`config.mk`:
```
export PLATFORM = sky130hd
export DESIGN_NAME = prt_phy_end_flat
export DESIGN_NICKNAME = d
export VERILOG_FILES = /design/src/common/prt_pkg.sv /design/src/common/prt_if.sv /design/src/rtl/prt_phy_end.sv /design/src/rtl/prt_mac_end.sv /design/src/flat_wrapper.sv
export SDC_FILE = /design/constraint.sdc
export NUM_CORES = 1
export LEC_CHECK = 0
export CORE_ASPECT_RATIO = 1.2
export CORE_MARGIN = 2
export CORE_UTILIZATION = 40
export DETAILED_ROUTE_END_ITERATION = 10
export DONT_BUFFER_PORTS = 1
export PLACE_DENSITY = 0.5
export SLEW_MARGIN = 10
export SYNTH_ARGS = -nofsm -noshare
export SYNTH_HDL_FRONTEND = slang
export SYNTH_SLANG_ARGS = --single-unit
```
`constraint.sdc`:
```
create_clock -name ref_clk -period 5.65 [get_ports ref_clk]
set_input_delay 0.8475 -clock ref_clk [delete_from_list [all_inputs] [get_ports ref_clk]]
set_output_delay 0.8475 -clock ref_clk [all_outputs]
set_load 0.01 [all_outputs]
```
`src/common/prt_pkg.sv`:
```
package prt_pkg;
   // ******************************************************
   // link rates
   // ******************************************************
   localparam int RATE_GIG_HZ = 125_000_000;  // gigabit clock
   localparam int RATE_100_HZ = 25_000_000;   // 100Mbps clock
   localparam int RATE_10_HZ  = 2_500_000;    // 10Mbps clock
   localparam int SER_CLK_HZ  = 625_000_000;  // serial clock

   // ******************************************************
   // scaled half periods in ref_clk cycles
   // ******************************************************
   localparam int CNT_W = 8;                  // half period counter width
   // gigabit cannot be reached at 25MHz: smallest legal half period
   localparam logic [CNT_W-1:0] HALF_GIG = 8'h02;
   localparam logic [CNT_W-1:0] HALF_100 =
      CNT_W'(int'(HALF_GIG) * (RATE_GIG_HZ / RATE_100_HZ));
   localparam logic [CNT_W-1:0] HALF_10  =
      CNT_W'(int'(HALF_GIG) * (RATE_GIG_HZ / RATE_10_HZ));
   // serial clock shares the smallest half period
   localparam logic [CNT_W-1:0] HALF_SER =
      CNT_W'(int'(HALF_GIG) * (RATE_GIG_HZ / RATE_GIG_HZ));
   localparam logic [CNT_W-1:0] CNT_RST  = 8'h00;

   // ******************************************************
   // words and serial framing
   // ******************************************************
   localparam int WORD_W     = 10;            // {error, valid, byte}
   localparam int BIT_DV     = 8;             // valid position
   localparam int BIT_ER     = 9;             // error position
   localparam int SER_BITS   = 11;            // start plus word
   localparam int FIFO_DEPTH = 32;            // buffer depth
   localparam logic SER_START = 1'b0;         // start bit level
   localparam logic SER_IDLE  = 1'b1;         // idle line level
   localparam logic [3:0] BITN_RST = 4'h0;
   localparam logic [WORD_W-1:0] WORD_RST = 10'h000;

   // speed selection codes
   typedef enum logic [1:0] {
      PRT_SPD_10  = 2'b00,
      PRT_SPD_100 = 2'b01,
      PRT_SPD_GIG = 2'b10
   } prt_speed_t;

   // half period of the receive clock for a speed code
   function automatic logic [CNT_W-1:0] prt_half_for(input logic [1:0] spd);
      logic [CNT_W-1:0] h;
      h = HALF_GIG;
      if (spd == PRT_SPD_10) begin
         h = HALF_10;
      end else if (spd == PRT_SPD_100) begin
         h = HALF_100;
      end
      return h;
   endfunction
endpackage

```
`src/common/prt_if.sv`:
```
`timescale 1ns/1ps
// link pins between the transceiver and the mac
interface prt_if;
   logic xmit_nibble_bit0;           // mac to phy nibble
   logic xmit_nibble_bit1;
   logic xmit_nibble_bit2;
   logic xmit_nibble_bit3;
   logic mac_transmit_clock;         // mac made transmit clock
   logic xmit_control;               // enable / error pair
   logic recv_nibble_bit0;           // phy to mac nibble
   logic recv_nibble_bit1;
   logic recv_nibble_bit2;
   logic recv_nibble_bit3;
   logic recv_clock;                 // recovered receive clock
   logic recv_valid_error_pair;      // valid / error pair
   logic serial_in_positive;         // mac to phy serial data
   logic serial_in_negative;
   logic serial_clock_in_positive;   // mac to phy serial clock
   logic serial_clock_in_negative;
   logic serial_out_positive;        // phy to mac serial data
   logic serial_out_negative;
   logic serial_clock_out_positive;  // phy to mac serial clock
   logic serial_clock_out_negative;

   modport phy (
      input  xmit_nibble_bit0, xmit_nibble_bit1, xmit_nibble_bit2, xmit_nibble_bit3,
      input  mac_transmit_clock, xmit_control,
      input  serial_in_positive, serial_in_negative,
      input  serial_clock_in_positive, serial_clock_in_negative,
      output recv_nibble_bit0, recv_nibble_bit1, recv_nibble_bit2, recv_nibble_bit3,
      output recv_clock, recv_valid_error_pair,
      output serial_out_positive, serial_out_negative,
      output serial_clock_out_positive, serial_clock_out_negative
   );
   modport mac (
      output xmit_nibble_bit0, xmit_nibble_bit1, xmit_nibble_bit2, xmit_nibble_bit3,
      output mac_transmit_clock, xmit_control,
      output serial_in_positive, serial_in_negative,
      output serial_clock_in_positive, serial_clock_in_negative,
      input  recv_nibble_bit0, recv_nibble_bit1, recv_nibble_bit2, recv_nibble_bit3,
      input  recv_clock, recv_valid_error_pair,
      input  serial_out_positive, serial_out_negative,
      input  serial_clock_out_positive, serial_clock_out_negative
   );
endinterface

```
`src/rtl/prt_phy_end.sv`:
```
`timescale 1ns/1ps
// ******************************************************
// word buffer with registered full and empty
// ******************************************************
module prt_fifo #(
   parameter int W     = 10,
   parameter int DEPTH = 32
) (
   input  wire logic         ref_clk,
   input  wire logic         rst,
   input  wire logic         in_valid,
   input  wire logic [W-1:0] in_data,
   output      logic         in_ready,
   output      logic         out_valid,
   output      logic [W-1:0] out_data,
   input  wire logic         out_ready
);
   localparam int AW = $clog2(DEPTH);
   logic [W-1:0]  mem [DEPTH];       // storage
   logic [AW-1:0] wp;                // write pointer
   logic [AW-1:0] rp;                // read pointer
   logic [AW:0]   cnt;               // fill level
   logic [AW:0]   next_cnt;          // fill level after this cycle
   logic          push;
   logic          pop;

   assign push     = in_valid && in_ready;
   assign pop      = out_valid && out_ready;
   assign out_data = mem[rp];
   assign next_cnt = cnt + (AW+1)'(push) - (AW+1)'(pop);

   // storage write
   always_ff @(posedge ref_clk) begin
      if (push) begin
         mem[wp] <= in_data;
      end
   end

   // pointers and level
   always_ff @(posedge ref_clk) begin
      if (rst) begin
         wp  <= '0;
         rp  <= '0;
         cnt <= '0;
      end else begin
         wp  <= push ? wp + AW'(1) : wp;
         rp  <= pop ? rp + AW'(1) : rp;
         cnt <= next_cnt;
      end
   end

   // flags from the next level so they stay honest
   always_ff @(posedge ref_clk) begin
      if (rst) begin
         in_ready  <= 1'b1;
         out_valid <= 1'b0;
      end else begin
         in_ready  <= next_cnt != (AW+1)'(DEPTH);
         out_valid <= next_cnt != '0;
      end
   end
endmodule

// ******************************************************
// link sender: clock divider, nibble pair and serial frame
// ******************************************************
module prt_sender (
   input  wire logic                          ref_clk,
   input  wire logic                          rst,
   input  wire logic                          ser_mode,
   input  wire logic [prt_pkg::CNT_W-1:0]     half,
   input  wire logic                          in_valid,
   input  wire logic [prt_pkg::WORD_W-1:0]    in_word,
   output      logic                          in_take,
   output      logic                          pclk,
   output      logic [3:0]                    nib,
   output      logic                          ctl,
   output      logic                          sclk_p,
   output      logic                          sclk_n,
   output      logic                          sdat_p,
   output      logic                          sdat_n
);
   logic [prt_pkg::CNT_W-1:0]  cnt;        // half period counter
   logic                       ph;         // link clock level
   logic                       next_ph;
   logic                       tgl;        // clock edge this cycle
   logic                       mid;        // data change point
   logic [prt_pkg::WORD_W-1:0] cur;        // word in flight
   logic [prt_pkg::WORD_W-1:0] shreg;      // serial shifter
   logic [3:0]                 bitn;       // serial bit index
   logic                       next_bit;
   logic [prt_pkg::WORD_W-1:0] w;          // word or idle

   assign tgl     = cnt >= half - prt_pkg::CNT_W'(1);
   assign mid     = cnt == (half >> 1) - prt_pkg::CNT_W'(1);
   assign next_ph = tgl ? ~ph : ph;
   assign w       = in_valid ? in_word : prt_pkg::WORD_RST;
   assign in_take = mid && !ph && in_valid && (!ser_mode || bitn == prt_pkg::BITN_RST);

   // divider
   always_ff @(posedge ref_clk) begin
      if (rst) begin
         cnt <= prt_pkg::CNT_RST;
         ph  <= 1'b0;
      end else begin
         cnt <= tgl ? prt_pkg::CNT_RST : cnt + prt_pkg::CNT_W'(1);
         ph  <= next_ph;
      end
   end

   // clocks out, only the selected mode runs
   // mode gates pins
   always_ff @(posedge ref_clk) begin
      if (rst) begin
         pclk   <= 1'b0;
         sclk_p <= 1'b0;
         sclk_n <= 1'b0;
      end else begin
         pclk   <= !ser_mode && next_ph;
         sclk_p <= ser_mode && next_ph;
         sclk_n <= ser_mode && !next_ph;
      end
   end

   // nibble pair, changed halfway between edges
   always_ff @(posedge ref_clk) begin
      if (rst || ser_mode) begin
         nib <= 4'h0;
         ctl <= 1'b0;
         cur <= prt_pkg::WORD_RST;
      end else if (mid && !ph) begin
         cur <= w;
         nib <= w[3:0];
         ctl <= w[prt_pkg::BIT_DV];
      end else if (mid) begin
         nib <= cur[7:4];
         ctl <= cur[prt_pkg::BIT_DV] ^ cur[prt_pkg::BIT_ER];
      end
   end

   // next serial bit: start, word lsb first, or idle
   always_comb begin
      next_bit = prt_pkg::SER_IDLE;
      if (bitn == prt_pkg::BITN_RST) begin
         next_bit = in_valid ? prt_pkg::SER_START : prt_pkg::SER_IDLE;
      end else begin
         next_bit = shreg[0];
      end
   end

   // serial frame, one bit per clock period, set before rise
   always_ff @(posedge ref_clk) begin
      if (rst || !ser_mode) begin
         sdat_p <= 1'b0;
         sdat_n <= 1'b0;
         bitn   <= prt_pkg::BITN_RST;
         shreg  <= prt_pkg::WORD_RST;
      end else if (mid && !ph) begin
         sdat_p <= next_bit;
         sdat_n <= ~next_bit;
         if (bitn == prt_pkg::BITN_RST) begin
            shreg <= in_word;
            bitn  <= in_valid ? 4'h1 : prt_pkg::BITN_RST;
         end else begin
            shreg <= shreg >> 1;
            bitn  <= (bitn == 4'(prt_pkg::SER_BITS - 1)) ? prt_pkg::BITN_RST : bitn + 4'h1;
         end
      end
   end
endmodule

// ******************************************************
// transceiver end of the mac link
// ******************************************************
module prt_phy_end (
   input  wire logic                          ref_clk,
   input  wire logic                          rst,
   input  wire logic                          serial_mode,
   input  wire logic [1:0]                    speed_sel,
   input  wire logic [prt_pkg::WORD_W-1:0]    rx_word,
   input  wire logic                          rx_valid,
   output      logic                          rx_ready,
   output      logic [prt_pkg::WORD_W-1:0]    tx_word,
   output      logic                          tx_strobe,
   prt_if.phy                                 lnk
);
   logic [prt_pkg::WORD_W-1:0] q_word;    // buffered word
   logic                       q_valid;
   logic                       q_take;
   logic [prt_pkg::CNT_W-1:0]  half;      // receive half period
   logic [3:0]                 nib;

   assign half = serial_mode ? prt_pkg::HALF_SER : prt_pkg::prt_half_for(speed_sel);
   assign lnk.recv_nibble_bit0 = nib[0];
   assign lnk.recv_nibble_bit1 = nib[1];
   assign lnk.recv_nibble_bit2 = nib[2];
   assign lnk.recv_nibble_bit3 = nib[3];

   // words toward the mac wait here for the link
   prt_fifo #(.W(prt_pkg::WORD_W), .DEPTH(prt_pkg::FIFO_DEPTH)) u_buf (
      .ref_clk   (ref_clk),
      .rst       (rst),
      .in_valid  (rx_valid),
      .in_data   (rx_word),
      .in_ready  (rx_ready),
      .out_valid (q_valid),
      .out_data  (q_word),
      .out_ready (q_take)
   );

   // receive direction driver
   prt_sender u_send (
      .ref_clk  (ref_clk),
      .rst      (rst),
      .ser_mode (serial_mode),
      .half     (half),
      .in_valid (q_valid),
      .in_word  (q_word),
      .in_take  (q_take),
      .pclk     (lnk.recv_clock),
      .nib      (nib),
      .ctl      (lnk.recv_valid_error_pair),
      .sclk_p   (lnk.serial_clock_out_positive),
      .sclk_n   (lnk.serial_clock_out_negative),
      .sdat_p   (lnk.serial_out_positive),
      .sdat_n   (lnk.serial_out_negative)
   );

   // transmit direction sampler
   prt_receiver u_recv (
      .ref_clk  (ref_clk),
      .rst      (rst),
      .ser_mode (serial_mode),
      .pclk_raw (lnk.mac_transmit_clock),
      .nib_raw  ({lnk.xmit_nibble_bit3, lnk.xmit_nibble_bit2,
                  lnk.xmit_nibble_bit1, lnk.xmit_nibble_bit0}),
      .ctl_raw  (lnk.xmit_control),
      .sclk_raw (lnk.serial_clock_in_positive),
      .sdat_raw (lnk.serial_in_positive),
      .o_word   (tx_word),
      .o_stb    (tx_strobe)
   );
endmodule

```
`src/rtl/prt_mac_end.sv`:
```
`timescale 1ns/1ps
// ******************************************************
// link receiver: synchronise, find edges, rebuild words
// ******************************************************
module prt_receiver (
   input  wire logic                          ref_clk,
   input  wire logic                          rst,
   input  wire logic                          ser_mode,
   input  wire logic                          pclk_raw,
   input  wire logic [3:0]                    nib_raw,
   input  wire logic                          ctl_raw,
   input  wire logic                          sclk_raw,
   input  wire logic                          sdat_raw,
   output      logic [prt_pkg::WORD_W-1:0]    o_word,
   output      logic                          o_stb
);
   logic [7:0]                 s1;        // first stage, read by s2 only
   logic [7:0]                 s2;        // second stage
   logic                       pprev;     // last parallel clock level
   logic                       sprev;     // last serial clock level
   logic [3:0]                 lo;        // low nibble from rise
   logic                       c0;        // control from rise
   logic                       busy;      // serial frame open
   logic [3:0]                 bitc;      // serial bit count
   logic [prt_pkg::WORD_W-1:0] shreg;
   logic                       rise_p;
   logic                       fall_p;
   logic                       rise_s;

   assign rise_p = s2[0] && !pprev;
   assign fall_p = !s2[0] && pprev;
   assign rise_s = s2[6] && !sprev;

   // two stage synchroniser and edge history
   always_ff @(posedge ref_clk) begin
      if (rst) begin
         s1    <= 8'h00;
         s2    <= 8'h00;
         pprev <= 1'b0;
         sprev <= 1'b0;
      end else begin
         s1    <= {sdat_raw, sclk_raw, ctl_raw, nib_raw, pclk_raw};
         s2    <= s1;
         pprev <= s2[0];
         sprev <= s2[6];
      end
   end

   // rising half of a nibble pair
   always_ff @(posedge ref_clk) begin
      if (rst) begin
         lo <= 4'h0;
         c0 <= 1'b0;
      end else if (rise_p) begin
         lo <= s2[4:1];
         c0 <= s2[5];
      end
   end

   // serial deframer, sampled on rise
   always_ff @(posedge ref_clk) begin
      if (rst || !ser_mode) begin
         busy  <= 1'b0;
         bitc  <= 4'h0;
         shreg <= prt_pkg::WORD_RST;
      end else if (rise_s && !busy) begin
         busy <= s2[7] == prt_pkg::SER_START;
         bitc <= 4'h0;
      end else if (rise_s) begin
         shreg <= {s2[7], shreg[prt_pkg::WORD_W-1:1]};
         bitc  <= bitc + 4'h1;
         busy  <= bitc != 4'(prt_pkg::WORD_W - 1);
      end
   end

   // word out, idle pairs are not reported
   always_ff @(posedge ref_clk) begin
      if (rst) begin
         o_word <= prt_pkg::WORD_RST;
         o_stb  <= 1'b0;
      end else begin
         o_stb <= 1'b0;
         if (!ser_mode && fall_p && (c0 || s2[5])) begin
            o_word <= {c0 ^ s2[5], c0, s2[4:1], lo};
            o_stb  <= 1'b1;
         end else if (ser_mode && rise_s && busy && bitc == 4'(prt_pkg::WORD_W - 1)) begin
            o_word <= {s2[7], shreg[prt_pkg::WORD_W-1:1]};
            o_stb  <= 1'b1;
         end
      end
   end
endmodule


```
`src/flat_wrapper.sv`:
```
// flat-port wrapper written by rule: the top's interface ports become plain ports
module prt_phy_end_flat 
  (ref_clk, rst, serial_mode, speed_sel, rx_word, rx_valid, rx_ready, tx_word, tx_strobe, lnk_xmit_nibble_bit0, lnk_xmit_nibble_bit1, lnk_xmit_nibble_bit2, lnk_xmit_nibble_bit3, lnk_mac_transmit_clock, lnk_xmit_control, lnk_serial_in_positive, lnk_serial_in_negative, lnk_serial_clock_in_positive, lnk_serial_clock_in_negative, lnk_recv_nibble_bit0, lnk_recv_nibble_bit1, lnk_recv_nibble_bit2, lnk_recv_nibble_bit3, lnk_recv_clock, lnk_recv_valid_error_pair, lnk_serial_out_positive, lnk_serial_out_negative, lnk_serial_clock_out_positive, lnk_serial_clock_out_negative);
  prt_if lnk_i ();
  input  wire logic ref_clk;
  input  wire logic rst;
  input  wire logic serial_mode;
  input  wire logic [1:0] speed_sel;
  input  wire logic [prt_pkg::WORD_W-1:0] rx_word;
  input  wire logic rx_valid;
  output      logic rx_ready;
  output      logic [prt_pkg::WORD_W-1:0] tx_word;
  output      logic tx_strobe;
  input wire logic [$bits(lnk_i.xmit_nibble_bit0)-1:0] lnk_xmit_nibble_bit0;
  input wire logic [$bits(lnk_i.xmit_nibble_bit1)-1:0] lnk_xmit_nibble_bit1;
  input wire logic [$bits(lnk_i.xmit_nibble_bit2)-1:0] lnk_xmit_nibble_bit2;
  input wire logic [$bits(lnk_i.xmit_nibble_bit3)-1:0] lnk_xmit_nibble_bit3;
  input wire logic [$bits(lnk_i.mac_transmit_clock)-1:0] lnk_mac_transmit_clock;
  input wire logic [$bits(lnk_i.xmit_control)-1:0] lnk_xmit_control;
  input wire logic [$bits(lnk_i.serial_in_positive)-1:0] lnk_serial_in_positive;
  input wire logic [$bits(lnk_i.serial_in_negative)-1:0] lnk_serial_in_negative;
  input wire logic [$bits(lnk_i.serial_clock_in_positive)-1:0] lnk_serial_clock_in_positive;
  input wire logic [$bits(lnk_i.serial_clock_in_negative)-1:0] lnk_serial_clock_in_negative;
  output wire logic [$bits(lnk_i.recv_nibble_bit0)-1:0] lnk_recv_nibble_bit0;
  output wire logic [$bits(lnk_i.recv_nibble_bit1)-1:0] lnk_recv_nibble_bit1;
  output wire logic [$bits(lnk_i.recv_nibble_bit2)-1:0] lnk_recv_nibble_bit2;
  output wire logic [$bits(lnk_i.recv_nibble_bit3)-1:0] lnk_recv_nibble_bit3;
  output wire logic [$bits(lnk_i.recv_clock)-1:0] lnk_recv_clock;
  output wire logic [$bits(lnk_i.recv_valid_error_pair)-1:0] lnk_recv_valid_error_pair;
  output wire logic [$bits(lnk_i.serial_out_positive)-1:0] lnk_serial_out_positive;
  output wire logic [$bits(lnk_i.serial_out_negative)-1:0] lnk_serial_out_negative;
  output wire logic [$bits(lnk_i.serial_clock_out_positive)-1:0] lnk_serial_clock_out_positive;
  output wire logic [$bits(lnk_i.serial_clock_out_negative)-1:0] lnk_serial_clock_out_negative;
  assign lnk_i.xmit_nibble_bit0 = lnk_xmit_nibble_bit0;
  assign lnk_i.xmit_nibble_bit1 = lnk_xmit_nibble_bit1;
  assign lnk_i.xmit_nibble_bit2 = lnk_xmit_nibble_bit2;
  assign lnk_i.xmit_nibble_bit3 = lnk_xmit_nibble_bit3;
  assign lnk_i.mac_transmit_clock = lnk_mac_transmit_clock;
  assign lnk_i.xmit_control = lnk_xmit_control;
  assign lnk_i.serial_in_positive = lnk_serial_in_positive;
  assign lnk_i.serial_in_negative = lnk_serial_in_negative;
  assign lnk_i.serial_clock_in_positive = lnk_serial_clock_in_positive;
  assign lnk_i.serial_clock_in_negative = lnk_serial_clock_in_negative;
  assign lnk_recv_nibble_bit0 = lnk_i.recv_nibble_bit0;
  assign lnk_recv_nibble_bit1 = lnk_i.recv_nibble_bit1;
  assign lnk_recv_nibble_bit2 = lnk_i.recv_nibble_bit2;
  assign lnk_recv_nibble_bit3 = lnk_i.recv_nibble_bit3;
  assign lnk_recv_clock = lnk_i.recv_clock;
  assign lnk_recv_valid_error_pair = lnk_i.recv_valid_error_pair;
  assign lnk_serial_out_positive = lnk_i.serial_out_positive;
  assign lnk_serial_out_negative = lnk_i.serial_out_negative;
  assign lnk_serial_clock_out_positive = lnk_i.serial_clock_out_positive;
  assign lnk_serial_clock_out_negative = lnk_i.serial_clock_out_negative;
  prt_phy_end u_core (.ref_clk(ref_clk), .rst(rst), .serial_mode(serial_mode), .speed_sel(speed_sel), .rx_word(rx_word), .rx_valid(rx_valid), .rx_ready(rx_ready), .tx_word(tx_word), .tx_strobe(tx_strobe), .lnk(lnk_i));
endmodule
```
==> impl_metrics.ini, run 1 <==
[clocking]
tritoncts_num_sinks = 430
cts_tree = yes
cts_buffers = 44
worst_skew_pair.late_latency_ns = 0.55
worst_setup_hold_path_clk_slew_ns = 0.06
cts.repair.resized = 0
cts_buffer_depth = 3
hold_buffers = 0
clock_tree.root_cell = sky130_fd_sc_hd__clkbuf_16
htree_num_levels = 2
cts_setup_buffers = 0

[finish]
nets = 1076
layout-area-overhead-vs-synth_pct = 11.8
filler_cell_count = 3651
antenna_cells = 0
multiInputGateArea_sq_um = 4940
drive_gt1_share_pct = 19.2
layout.area.seq_sq_um = 11800

[drt]
drt_pass1_iterations = 5
remaining_drc_errors = 0
drt_iter0_drc = 531
routed-wl-met3_microns = 1210
met2RoutedLength_microns = 17500
drt-met1-wl_microns = 16200
vias = 8554
postRouteWirelength_microns = 35600
highest_layer = met4
detail_route.vias_per_cell = 5.33
drtAntennaViolNets = 0
avgRoutedWirePerCell_microns = 22.2

[logic_synthesis]
post-synth-top-area-cell = sky130_fd_sc_hd__edfxtp_1
postSynth.topFlopCell = sky130_fd_sc_hd__edfxtp_1
synth-async-reset-ratio_pct = 0
synth-edff-count = 320
post_synth.cell_area_avg_sq_um = 16.7
post_synth_inst_count = 1021
syn_area_sq_um = 17100
synthesis.yosys.warnings = 0
synth.top_cell.area_share_pct = 56.3
postSynthRegisterBits = 430
yosysSeqAreaShare_pct = 69.2
synth.top_cells.by_area = sky130_fd_sc_hd__edfxtp_1 56%, sky130_fd_sc_hd__mux4_2 13%, sky130_fd_sc_hd__dfxtp_1 13%
ys_types = 59

[setup_path]
critPathKind = primary input to flip-flop
critical_path.startpoint_type = primary input
worstPathRequired_ns = 6.08
worst-path-max-fanout = 12
worst_ep_arrival_time_ns = 4.44
crit_path_end_kind = flip-flop

[sta]
rsz_0062_raised_after_global_routing = no
period_needed_ns = 4.01
final-setup-viol-count = 0
fin_max_slew_vios = 0
final.setup.tns_ns = 0
timing.final.hold_violations = 0
fin_worst_skew_ns = 0.0139
final_min_period_over_clock_period_pct = 71.0
timing_worst_slew_pin_value_ns = 1.11
max_freq_mhz = 249
postLayoutSetupSlackWorst_ns = 1.64
max_slew_margin_pct = 25.4

[global_route]
first_global_vias = 8755
largest_net_degree_at_the_start_of_global_routing = 63
globalRouteTotalUtil_pct = 16.5
antenna_found_initial = 0
first_pass_grt_wire_length_microns = 54400
grt_overflow_total = 0

[pwr]
total_leakage_power_uw = 0.00600
ir_worst_vdd_mv = 0.240
power_density_nw_per_um2 = 379

[floorplan]
die-width_microns = 193
core_sq_um = 42000
ios = 48
rows = 82
start_util_pct = 40.7
die_h_microns = 230
design.die.area_sq_um = 44300

[run]
maxCapViolations = 0

[place]
place.port_buffers = 0
gp_congestion = 0.746
place.detailed.hpwl_microns = 21800
pre_cts_slack_ns = 1.05

[worst_hold_path]
worstHoldPathType = primary input to flip-flop

[outcome]
run_status = complete, no violations
-- worst paths after layout --
path              cells after the start  slack [ns]                    end                  start
hold / removal                        1        0.37    u_core.u_buf.cnt[3]                    rst
setup reg to reg                     12        1.95  u_core.u_buf.in_ready  u_core.u_send.bitn[0]
setup / recovery                     12        1.64  u_core.u_buf.in_ready            serial_mode
hold reg to reg                       1        0.44    u_core.u_recv.s2[1]    u_core.u_recv.s1[1]
-- per-stage QoR --
step	utilization [%]	hold slack [ns]	area, sq um	cells	total power, uW
after global placement	41.9	0.430	17600	1525	4380
after floorplan	-	0.414	17100	1023	4180
after CTS	45.4	0.333	19100	1604	7330
after global routing	45.4	0.343	19100	1604	7510
final	45.4	0.370	19100	1604	7220
after detailed placement	41.9	0.424	17600	1525	4380
-- cell usage in the layout (no fill, tap or decap), types with 11 or more instances in the layout --
| cell | instances |
|---|---|
| sky130_fd_sc_hd__edfxtp_1 | 320 |
| sky130_fd_sc_hd__dfxtp_1 | 107 |
| sky130_fd_sc_hd__mux4_2 | 98 |
| sky130_fd_sc_hd__nor2_1 | 86 |
| sky130_fd_sc_hd__nand2_1 | 53 |
| sky130_fd_sc_hd__clkbuf_16 | 47 |
| sky130_fd_sc_hd__a21oi_1 | 34 |
| sky130_fd_sc_hd__nor2b_1 | 24 |
| sky130_fd_sc_hd__ha_1 | 24 |
| sky130_fd_sc_hd__mux2i_1 | 21 |
| sky130_fd_sc_hd__inv_1 | 19 |
| sky130_fd_sc_hd__nand3_1 | 17 |
| sky130_fd_sc_hd__nand4_1 | 16 |
| sky130_fd_sc_hd__a211oi_1 | 12 |
| sky130_fd_sc_hd__a21o_1 | 11 |
| sky130_fd_sc_hd__o211ai_1 | 11 |
| sky130_fd_sc_hd__mux2_2 | 11 |
| sky130_fd_sc_hd__clkbuf_1 | 11 |
-- worst max-delay path, cell delays in order --
cell and delay (ns):
sky130_fd_sc_hd__or3_1 0.39, sky130_fd_sc_hd__ha_1 0.37, sky130_fd_sc_hd__nor3b_1 0.26, sky130_fd_sc_hd__o2111ai_1 0.34, sky130_fd_sc_hd__a2111oi_4 0.72, sky130_fd_sc_hd__nand2_1 0.23
sky130_fd_sc_hd__fa_1 0.49, sky130_fd_sc_hd__a21o_1 0.17, sky130_fd_sc_hd__a21oi_1 0.16, sky130_fd_sc_hd__xor2_1 0.18, sky130_fd_sc_hd__and4_1 0.22, sky130_fd_sc_hd__nand2_1 0.05
-- final cells by class --
type,count,share of cell area (%)
repair buffers,10,0.394
inverters,19,0.374
multi-input cells,520,25.9
flip-flops and latches,430,62.0
well taps,546,3.58
clock buffers,72,7.21
clock inverters,7,0.518
-- cells by family (layout without fill, tap and decap cells) --
group	after synthesis	count (layout)	synth area share [%]
adder cells (fa/ha/maj)	25	25	1.88
AO/OA/AOI/OAI	107	107	4.46
AND/OR/NAND/NOR	239	239	6.75
other	1	3	0.0220
XOR/XNOR	16	16	0.821
buffers and inverters	73	108	1.94
flip-flops	430	430	69.2
multiplexers	130	130	14.9
-- registers in the layout (all words and copies together) (netlist names), 4 cells and up, named ones only --
register / count
u_core.u_send.bitn: 4
u_core.u_send.nib: 4
u_core.u_recv.bitc: 4
u_core.u_recv.shreg: 9
u_core.u_recv.lo: 4
u_core.u_recv.o_word: 10
u_core.u_buf.rp: 5
u_core.u_send.shreg: 10
u_core.u_buf.cnt: 6
u_core.u_recv.s1: 8
u_core.u_send.cnt: 8
u_core.u_buf.wp: 5
u_core.u_recv.s2: 8
u_core.u_buf.mem: 320
u_core.u_send.cur: 6
-- cells in the mapped netlist, types with 3 or more instances --
| cell | number |
|---|---|
| sky130_fd_sc_hd__ha_1 | 24 |
| sky130_fd_sc_hd__xnor2_1 | 6 |
| sky130_fd_sc_hd__a22oi_1 | 4 |
| sky130_fd_sc_hd__mux2i_1 | 21 |
| sky130_fd_sc_hd__inv_1 | 19 |
| sky130_fd_sc_hd__and2_1 | 4 |
| sky130_fd_sc_hd__a211oi_1 | 12 |
| sky130_fd_sc_hd__a21oi_1 | 35 |
| sky130_fd_sc_hd__nand2_1 | 53 |
| sky130_fd_sc_hd__o21ai_0 | 6 |
| sky130_fd_sc_hd__a32o_1 | 6 |
| sky130_fd_sc_hd__or3_1 | 6 |
| sky130_fd_sc_hd__mux2_2 | 11 |
| sky130_fd_sc_hd__nor2_1 | 86 |
| sky130_fd_sc_hd__nor3_1 | 5 |
| sky130_fd_sc_hd__and3_1 | 6 |
| sky130_fd_sc_hd__nand3_1 | 17 |
| sky130_fd_sc_hd__nor2b_1 | 25 |
| sky130_fd_sc_hd__nand3b_1 | 4 |
| sky130_fd_sc_hd__buf_4 | 4 |
| sky130_fd_sc_hd__o21a_1 | 3 |
| sky130_fd_sc_hd__xor2_1 | 10 |
| sky130_fd_sc_hd__clkbuf_1 | 39 |
| sky130_fd_sc_hd__mux4_2 | 98 |
| sky130_fd_sc_hd__nor3b_1 | 3 |
| sky130_fd_sc_hd__nand4_1 | 16 |
| sky130_fd_sc_hd__buf_2 | 4 |
| sky130_fd_sc_hd__or3b_2 | 3 |
| sky130_fd_sc_hd__edfxtp_1 | 320 |
| sky130_fd_sc_hd__a21o_1 | 11 |
| sky130_fd_sc_hd__buf_6 | 5 |
| sky130_fd_sc_hd__dfxtp_1 | 110 |
| sky130_fd_sc_hd__o211ai_1 | 11 |
| sky130_fd_sc_hd__nand2b_1 | 3 |
-- per-layer routing --
| metal | up-vias | GRT usage, % |
|---|---|---|
| met5 | - | 0 |
| met4 | 0 | 4.10 |
| met3 | 56 | 2.79 |
| met2 | 131 | 27.1 |
| met1 | 4379 | 22.9 |
| li1 | 3988 | - |
-- report_power, final --
group          total [uW]  switching [uW]  internal (uW)  leakage, uW
Clock                2920            1170           1750     0.000728
Sequential           3580            91.0           3490      0.00378
Combinational         722             384            338      0.00149
(Power assumes the default switching activity.)
==> run 2, diff against run 1 <==
clock period = 3.79 ns   (was 5.65 ns; I/O delays follow)
==> impl_metrics.ini, run 2 (synthesis results as in run 1) <==
[floorplan]
design.die.area_sq_um = 44300
die_h_microns = 230
ios = 48
rows = 82
start_util_pct = 40.7
core_sq_um = 42000
die-width_microns = 193

[sta]
final.setup.tns_ns = 0
final-setup-viol-count = 0
max_freq_mhz = 301
fin_max_slew_vios = 0
max_slew_margin_pct = 33.2
timing_worst_slew_pin_value_ns = 0.997
period_needed_ns = 3.32
fin_worst_skew_ns = 0.0124
final_min_period_over_clock_period_pct = 87.7
timing.final.hold_violations = 0
rsz_0062_raised_after_global_routing = no
hold-worst-slack_ns = 0.103

[setup_path]
critical_path.startpoint_type = flip-flop
worstPathRequired_ns = 4.22
worst_setup_path_startpoint = u_core.u_send.bitn[0]
regToRegStartpoint = u_core.u_send.bitn[0]
timing.critical_path.slowest_stage_cell = sky130_fd_sc_hd__or3b_2
critical_path.max_stage_delay_ns = 0.46
crit_path_end_kind = flip-flop
worst-path-max-fanout = 6
ff2ff_path_depth = 14
critPathKind = flip-flop to flip-flop
buffer_and_inverter_count_on_the_worst_path = 1
crit_path_cell_trace = inv_1 > ha_1 > or3b_2 > and2_1 > a2111o_1 > nand2_1 > nand2_1 > ha_2 > fa_2 > a21o_1 > a21oi_2 > xor2_1 > and4_1 > o21bai_1
critical-path-top-cell-by-count = sky130_fd_sc_hd__nand2_1
crit-reg2reg-capture = u_core.u_buf.out_valid
r2r_setup_slack_ns = 0.47
worst_ep_arrival_time_ns = 3.75
worst_path_dominant_cell_family = simple AND/OR/NAND/NOR gates

[finish]
drive_gt1_share_pct = 23.0
post_layout_nonfiller_instances = 1653
multiInputGateArea_sq_um = 4980
antenna_cells = 0
layout-area-overhead-vs-synth_pct = 14.5
reg_top3 = u_core.u_buf.mem: 320 flops, u_core.u_recv.o_word: 10 flops, u_core.u_send.shreg: 10 flops
max_flop_register = u_core.u_buf.mem
nets = 1126
most-common-layout-cells = 320 x sky130_fd_sc_hd__edfxtp_1, 108 x sky130_fd_sc_hd__dfxtp_1, 98 x sky130_fd_sc_hd__mux4_2
layout.area.seq_sq_um = 11800
flip_flop_count_of_the_largest_register_after_layout = 320
layout.cells.most_common = sky130_fd_sc_hd__edfxtp_1
filler_cell_count = 3573

[place]
place.port_buffers = 0
place_inst = 1574
gp_congestion = 0.769
place.detailed.hpwl_microns = 23000

[clocking]
cts_setup_buffers = 0
clock_tree.root_cell = sky130_fd_sc_hd__clkbuf_16
worst_setup_hold_path_clk_slew_ns = 0.06
tritoncts_num_sinks = 430
cts_buffers = 45
cts_tree = yes
hold_buffers = 0
cts.repair.resized = 0
cts_buffer_depth = 3
worst_skew_pair.late_latency_ns = 0.54
htree_num_levels = 2

[drt]
detail_route.vias_per_cell = 5.26
drtAntennaViolNets = 0
drt_pass1_iterations = 5
remaining_drc_errors = 0
drt_iter0_drc = 439
postRouteWirelength_microns = 35900
avgRoutedWirePerCell_microns = 21.7
vias = 8690

[worst_hold_path]
holdPathStages = 1
worstHoldPathType = primary input to flip-flop
hold_path.startpoint = rst
capture_endpoint_of_the_worst_hold_path = u_core.u_send.pclk

[pwr]
power_density_nw_per_um2 = 561
total_leakage_power_uw = 0.00627
ir_worst_vdd_mv = 0.380
fin_total_pwr_uw = 10900

[global_route]
grt_overflow_total = 0
globalRouteTotalUtil_pct = 16.7
first_global_vias = 8768
first_pass_grt_wire_length_microns = 54500
largest_net_degree_at_the_start_of_global_routing = 63
antenna_found_initial = 0

[outcome]
run_status = complete, no violations

[run]
maxCapViolations = 0
run 2: changes by cell type in the layout (fill, tap and decap cells not counted), sizes merged:
cell	change
bufinv	+4
clkbuf	-18
clkinvlp	+1
clkinv	+13
buf	+49
run 2: power by group:
group	total [uW]	switching (uW)	leakage, uW	internal, uW
Sequential	5320	124	0.00378	5200
Combinational	1210	614	0.00177	597
Clock	4420	1750	0.000726	2670
run 2: final cells by class:
class	count	share of cell area (%)
well taps	546	3.50
multi-input cells	520	25.5
clock inverters	25	1.38
flip-flops and latches	430	60.5
inverters	19	0.365
repair buffers	59	2.52
clock buffers	54	6.20
run 2: through the flow:
stage | worst slack, ns | util (%) | cell area [sq um]
5_1_grt | 0.253 | 46.5 | 19500
4_1_cts | 0.427 | 46.5 | 19500
6_report | 0.467 | 46.5 | 19500
3_3_place_gp | 0.0699 | 43.0 | 18000
2_1_floorplan | 0.0184 | - | 17100
3_5_place_dp | 0.0649 | 43.0 | 18000
run 2: worst register-to-register path, delay by kind of cell (launching register included):
family	cells	cell delay, ns
AO/OA/AOI/OAI	4	0.81
XOR/XNOR	1	0.17
adder cells (fa/ha/maj)	3	0.74
buffers and inverters	1	0.10
flip-flops	1	0.36
AND/OR/NAND/NOR	5	1.04
run 2: worst max-delay path by stage:
stage,endpoint,slack (ns),cells after the start
after floorplan,u_core.u_buf.out_valid,0.02,15
after global placement,u_core.u_buf.in_ready,0.07,14
after detailed placement,u_core.u_buf.in_ready,0.06,14
after CTS,u_core.u_buf.out_valid,0.43,14
after global routing,u_core.u_buf.out_valid,0.25,14
final,u_core.u_buf.out_valid,0.47,14
run 2: layer usage:
layer | routed length, microns | vias up | track usage, % | part of all wire [%]
met1 | 16200 | 4396 | 23.0 | 45
met4 | 728 | 0 | 4.44 | 2.0
li1 | - | 4096 | - | -
met5 | 0 | - | 0 | 0
met3 | 1560 | 47 | 3.02 | 4.4
met2 | 17400 | 151 | 27.2 | 49
==> run 3, diff against run 2 <==
CORE_MARGIN = not set   (was 2)
==> impl_metrics.ini, run 3 (synthesis results as in run 1) <==
[setup_path]
critical_path.max_stage_delay_ns = 0.46
crit_path_end_kind = flip-flop
critical-path-top-cell-by-count = sky130_fd_sc_hd__nand2_1
critical_path.startpoint_type = flip-flop
buffer_and_inverter_count_on_the_worst_path = 1
worst_path_dominant_cell_family = simple AND/OR/NAND/NOR gates
critPathKind = flip-flop to flip-flop
worstPathRequired_ns = 4.22
crit_path_cell_trace = inv_1 > ha_1 > or3b_2 > and2_1 > a2111o_1 > nand2_1 > nand2_1 > ha_2 > fa_2 > a21o_1 > a21oi_2 > xor2_1 > and4_1 > o21bai_1
timing.critical_path.slowest_stage_cell = sky130_fd_sc_hd__or3b_2
worst_ep_arrival_time_ns = 3.80
worst-path-max-fanout = 6

[floorplan]
die-width_microns = 191
die_h_microns = 228
design.die.area_sq_um = 43500
rows = 82
core_sq_um = 42000
ios = 48
start_util_pct = 40.7

[sta]
rsz_0062_raised_after_global_routing = no
fin_worst_skew_ns = 0.0146
final-setup-viol-count = 0
max_freq_mhz = 296
timing.final.hold_violations = 0
timing_worst_slew_pin_value_ns = 1.03
fin_max_slew_vios = 0
max_slew_margin_pct = 30.8
period_needed_ns = 3.38
postLayoutSetupSlackWorst_ns = 0.414
final_min_period_over_clock_period_pct = 89.1
hold-worst-slack_ns = 0.0948
final.setup.tns_ns = 0

[clocking]
cts.repair.resized = 0
cts_setup_buffers = 0
tritoncts_num_sinks = 430
cts_tree = yes
worst_setup_hold_path_clk_slew_ns = 0.06
worst_skew_pair.late_latency_ns = 0.55
cts_buffer_depth = 3
htree_num_levels = 2
clock_tree.root_cell = sky130_fd_sc_hd__clkbuf_16
cts_buffers = 44
hold_buffers = 0

[place]
pre_cts_slack_ns = 0.0445
placed_area_sq_um = 18000
place.port_buffers = 0
place.detailed.hpwl_microns = 23000
gp_congestion = 0.797

[global_route]
globalRouteTotalUtil_pct = 17.1
first_global_vias = 8781
grt_overflow_total = 0
first_pass_grt_wire_length_microns = 55400
largest_net_degree_at_the_start_of_global_routing = 63
antenna_found_initial = 0

[drt]
drt_pass1_iterations = 5
drt_iter0_drc = 509
drtAntennaViolNets = 0
postRouteWirelength_microns = 36200
detail_route.vias_per_cell = 5.30
remaining_drc_errors = 0
vias = 8745
avgRoutedWirePerCell_microns = 21.9

[pwr]
part_of_the_power_in_registers_pct = 50.9
total_leakage_power_uw = 0.00616
internal-power_uw = 7990
swShare_pct = 23.6
ir_worst_vdd_mv = 0.394
power.net_switching_uw = 2460
power_density_nw_per_um2 = 542
power.clock.fraction_pct = 37.8
power.share.combinational_pct = 11.3

[finish]
most-common-layout-cells = 320 x sky130_fd_sc_hd__edfxtp_1, 107 x sky130_fd_sc_hd__dfxtp_1, 98 x sky130_fd_sc_hd__mux4_2
drive_gt1_share_pct = 22.1
reg_top3 = u_core.u_buf.mem: 320 flops, u_core.u_recv.o_word: 10 flops, u_core.u_send.shreg: 10 flops
filler_cell_count = 3646
stdcell_area_sq_um = 19300
layout.cells.most_common = sky130_fd_sc_hd__edfxtp_1
layout-area-overhead-vs-synth_pct = 13.1
antenna_cells = 0
max_flop_register = u_core.u_buf.mem
nets = 1121
flip_flop_count_of_the_largest_register_after_layout = 320

[run]
maxCapViolations = 0

[worst_hold_path]
worstHoldPathType = primary input to flip-flop

[outcome]
run_status = complete, no violations
-- run 3: cell types whose count changed in the layout (fill, tap and decap cells not counted), sizes merged --
cell | previous run | this run
bufinv | 6 | 0
buf | 59 | 55
clkbuf | 54 | 63
clkinvlp | 2 | 1
clkinv | 17 | 16
-- run 3: worst paths after layout --
| path | from | endpoint | slack (ns) | cells past startpoint |
|---|---|---|---|---|
| min reg2reg | u_core.u_recv.s1[4] | u_core.u_recv.s2[4] | 0.44 | 1 |
| max reg2reg | u_core.u_send.bitn[0] | u_core.u_buf.out_valid | 0.41 | 14 |
| min | rst | u_core.u_send.ph | 0.09 | 1 |
| max | u_core.u_send.bitn[0] | u_core.u_buf.out_valid | 0.41 | 14 |
-- run 3: power by group through the flow --
stage | registers (uW) | clock network [uW] | logic [uW]
6_report | 5330 | 3950 | 1180
5_1_grt | 5350 | 4270 | 1300
4_1_cts | 5340 | 4080 | 1210
3_5_place_dp | 5440 | 0 | 1200
3_3_place_gp | 5440 | 0 | 1200
2_1_floorplan | 5350 | 0 | 902
-- run 3: metal layers --
layer	global-route usage (%)	share of wire, %	up-vias
met4	5.08	2.4	0
met2	28.1	49	142
met5	0	0	-
li1	-	-	4089
met1	23.3	45	4465
met3	2.72	3.5	49
-- run 3: worst register-to-register path, stage by stage (launching register included) --
cell                       delay (ns)
sky130_fd_sc_hd__dfxtp_1         0.36
sky130_fd_sc_hd__inv_1           0.10
sky130_fd_sc_hd__ha_1            0.18
sky130_fd_sc_hd__or3b_2          0.46
sky130_fd_sc_hd__and2_1          0.21
sky130_fd_sc_hd__a2111o_1        0.44
sky130_fd_sc_hd__nand2_1         0.09
sky130_fd_sc_hd__nand2_1         0.06
sky130_fd_sc_hd__ha_2            0.20
sky130_fd_sc_hd__fa_2            0.37
sky130_fd_sc_hd__a21o_1          0.17
sky130_fd_sc_hd__a21oi_2         0.14
sky130_fd_sc_hd__xor2_1          0.19
sky130_fd_sc_hd__and4_1          0.23
sky130_fd_sc_hd__o21bai_1        0.06
-- run 3: layout make-up --
| type | count | area (sq um) | share of cell area (%) |
|---|---|---|---|
| clock buffer | 63 | 1210 | 6.30 |
| inverter | 19 | 71.3 | 0.370 |
| clock inverter | 17 | 77.6 | 0.402 |
| sequential | 430 | 11800 | 61.3 |
| tap | 546 | 683 | 3.54 |
| timing repair buffer | 55 | 438 | 2.27 |
| multi-input combinational | 520 | 4990 | 25.8 |
-- run 3: metrics by stage --
| step | total power, uW | std cells | util [%] |
|---|---|---|---|
| floorplan | 6250 | 1023 | - |
| global placement | 6630 | 1570 | 42.9 |
| detailed placement | 6640 | 1570 | 42.9 |
| CTS | 10600 | 1650 | 46.0 |
| global route | 10900 | 1650 | 46.0 |
| finish | 10500 | 1650 | 46.0 |
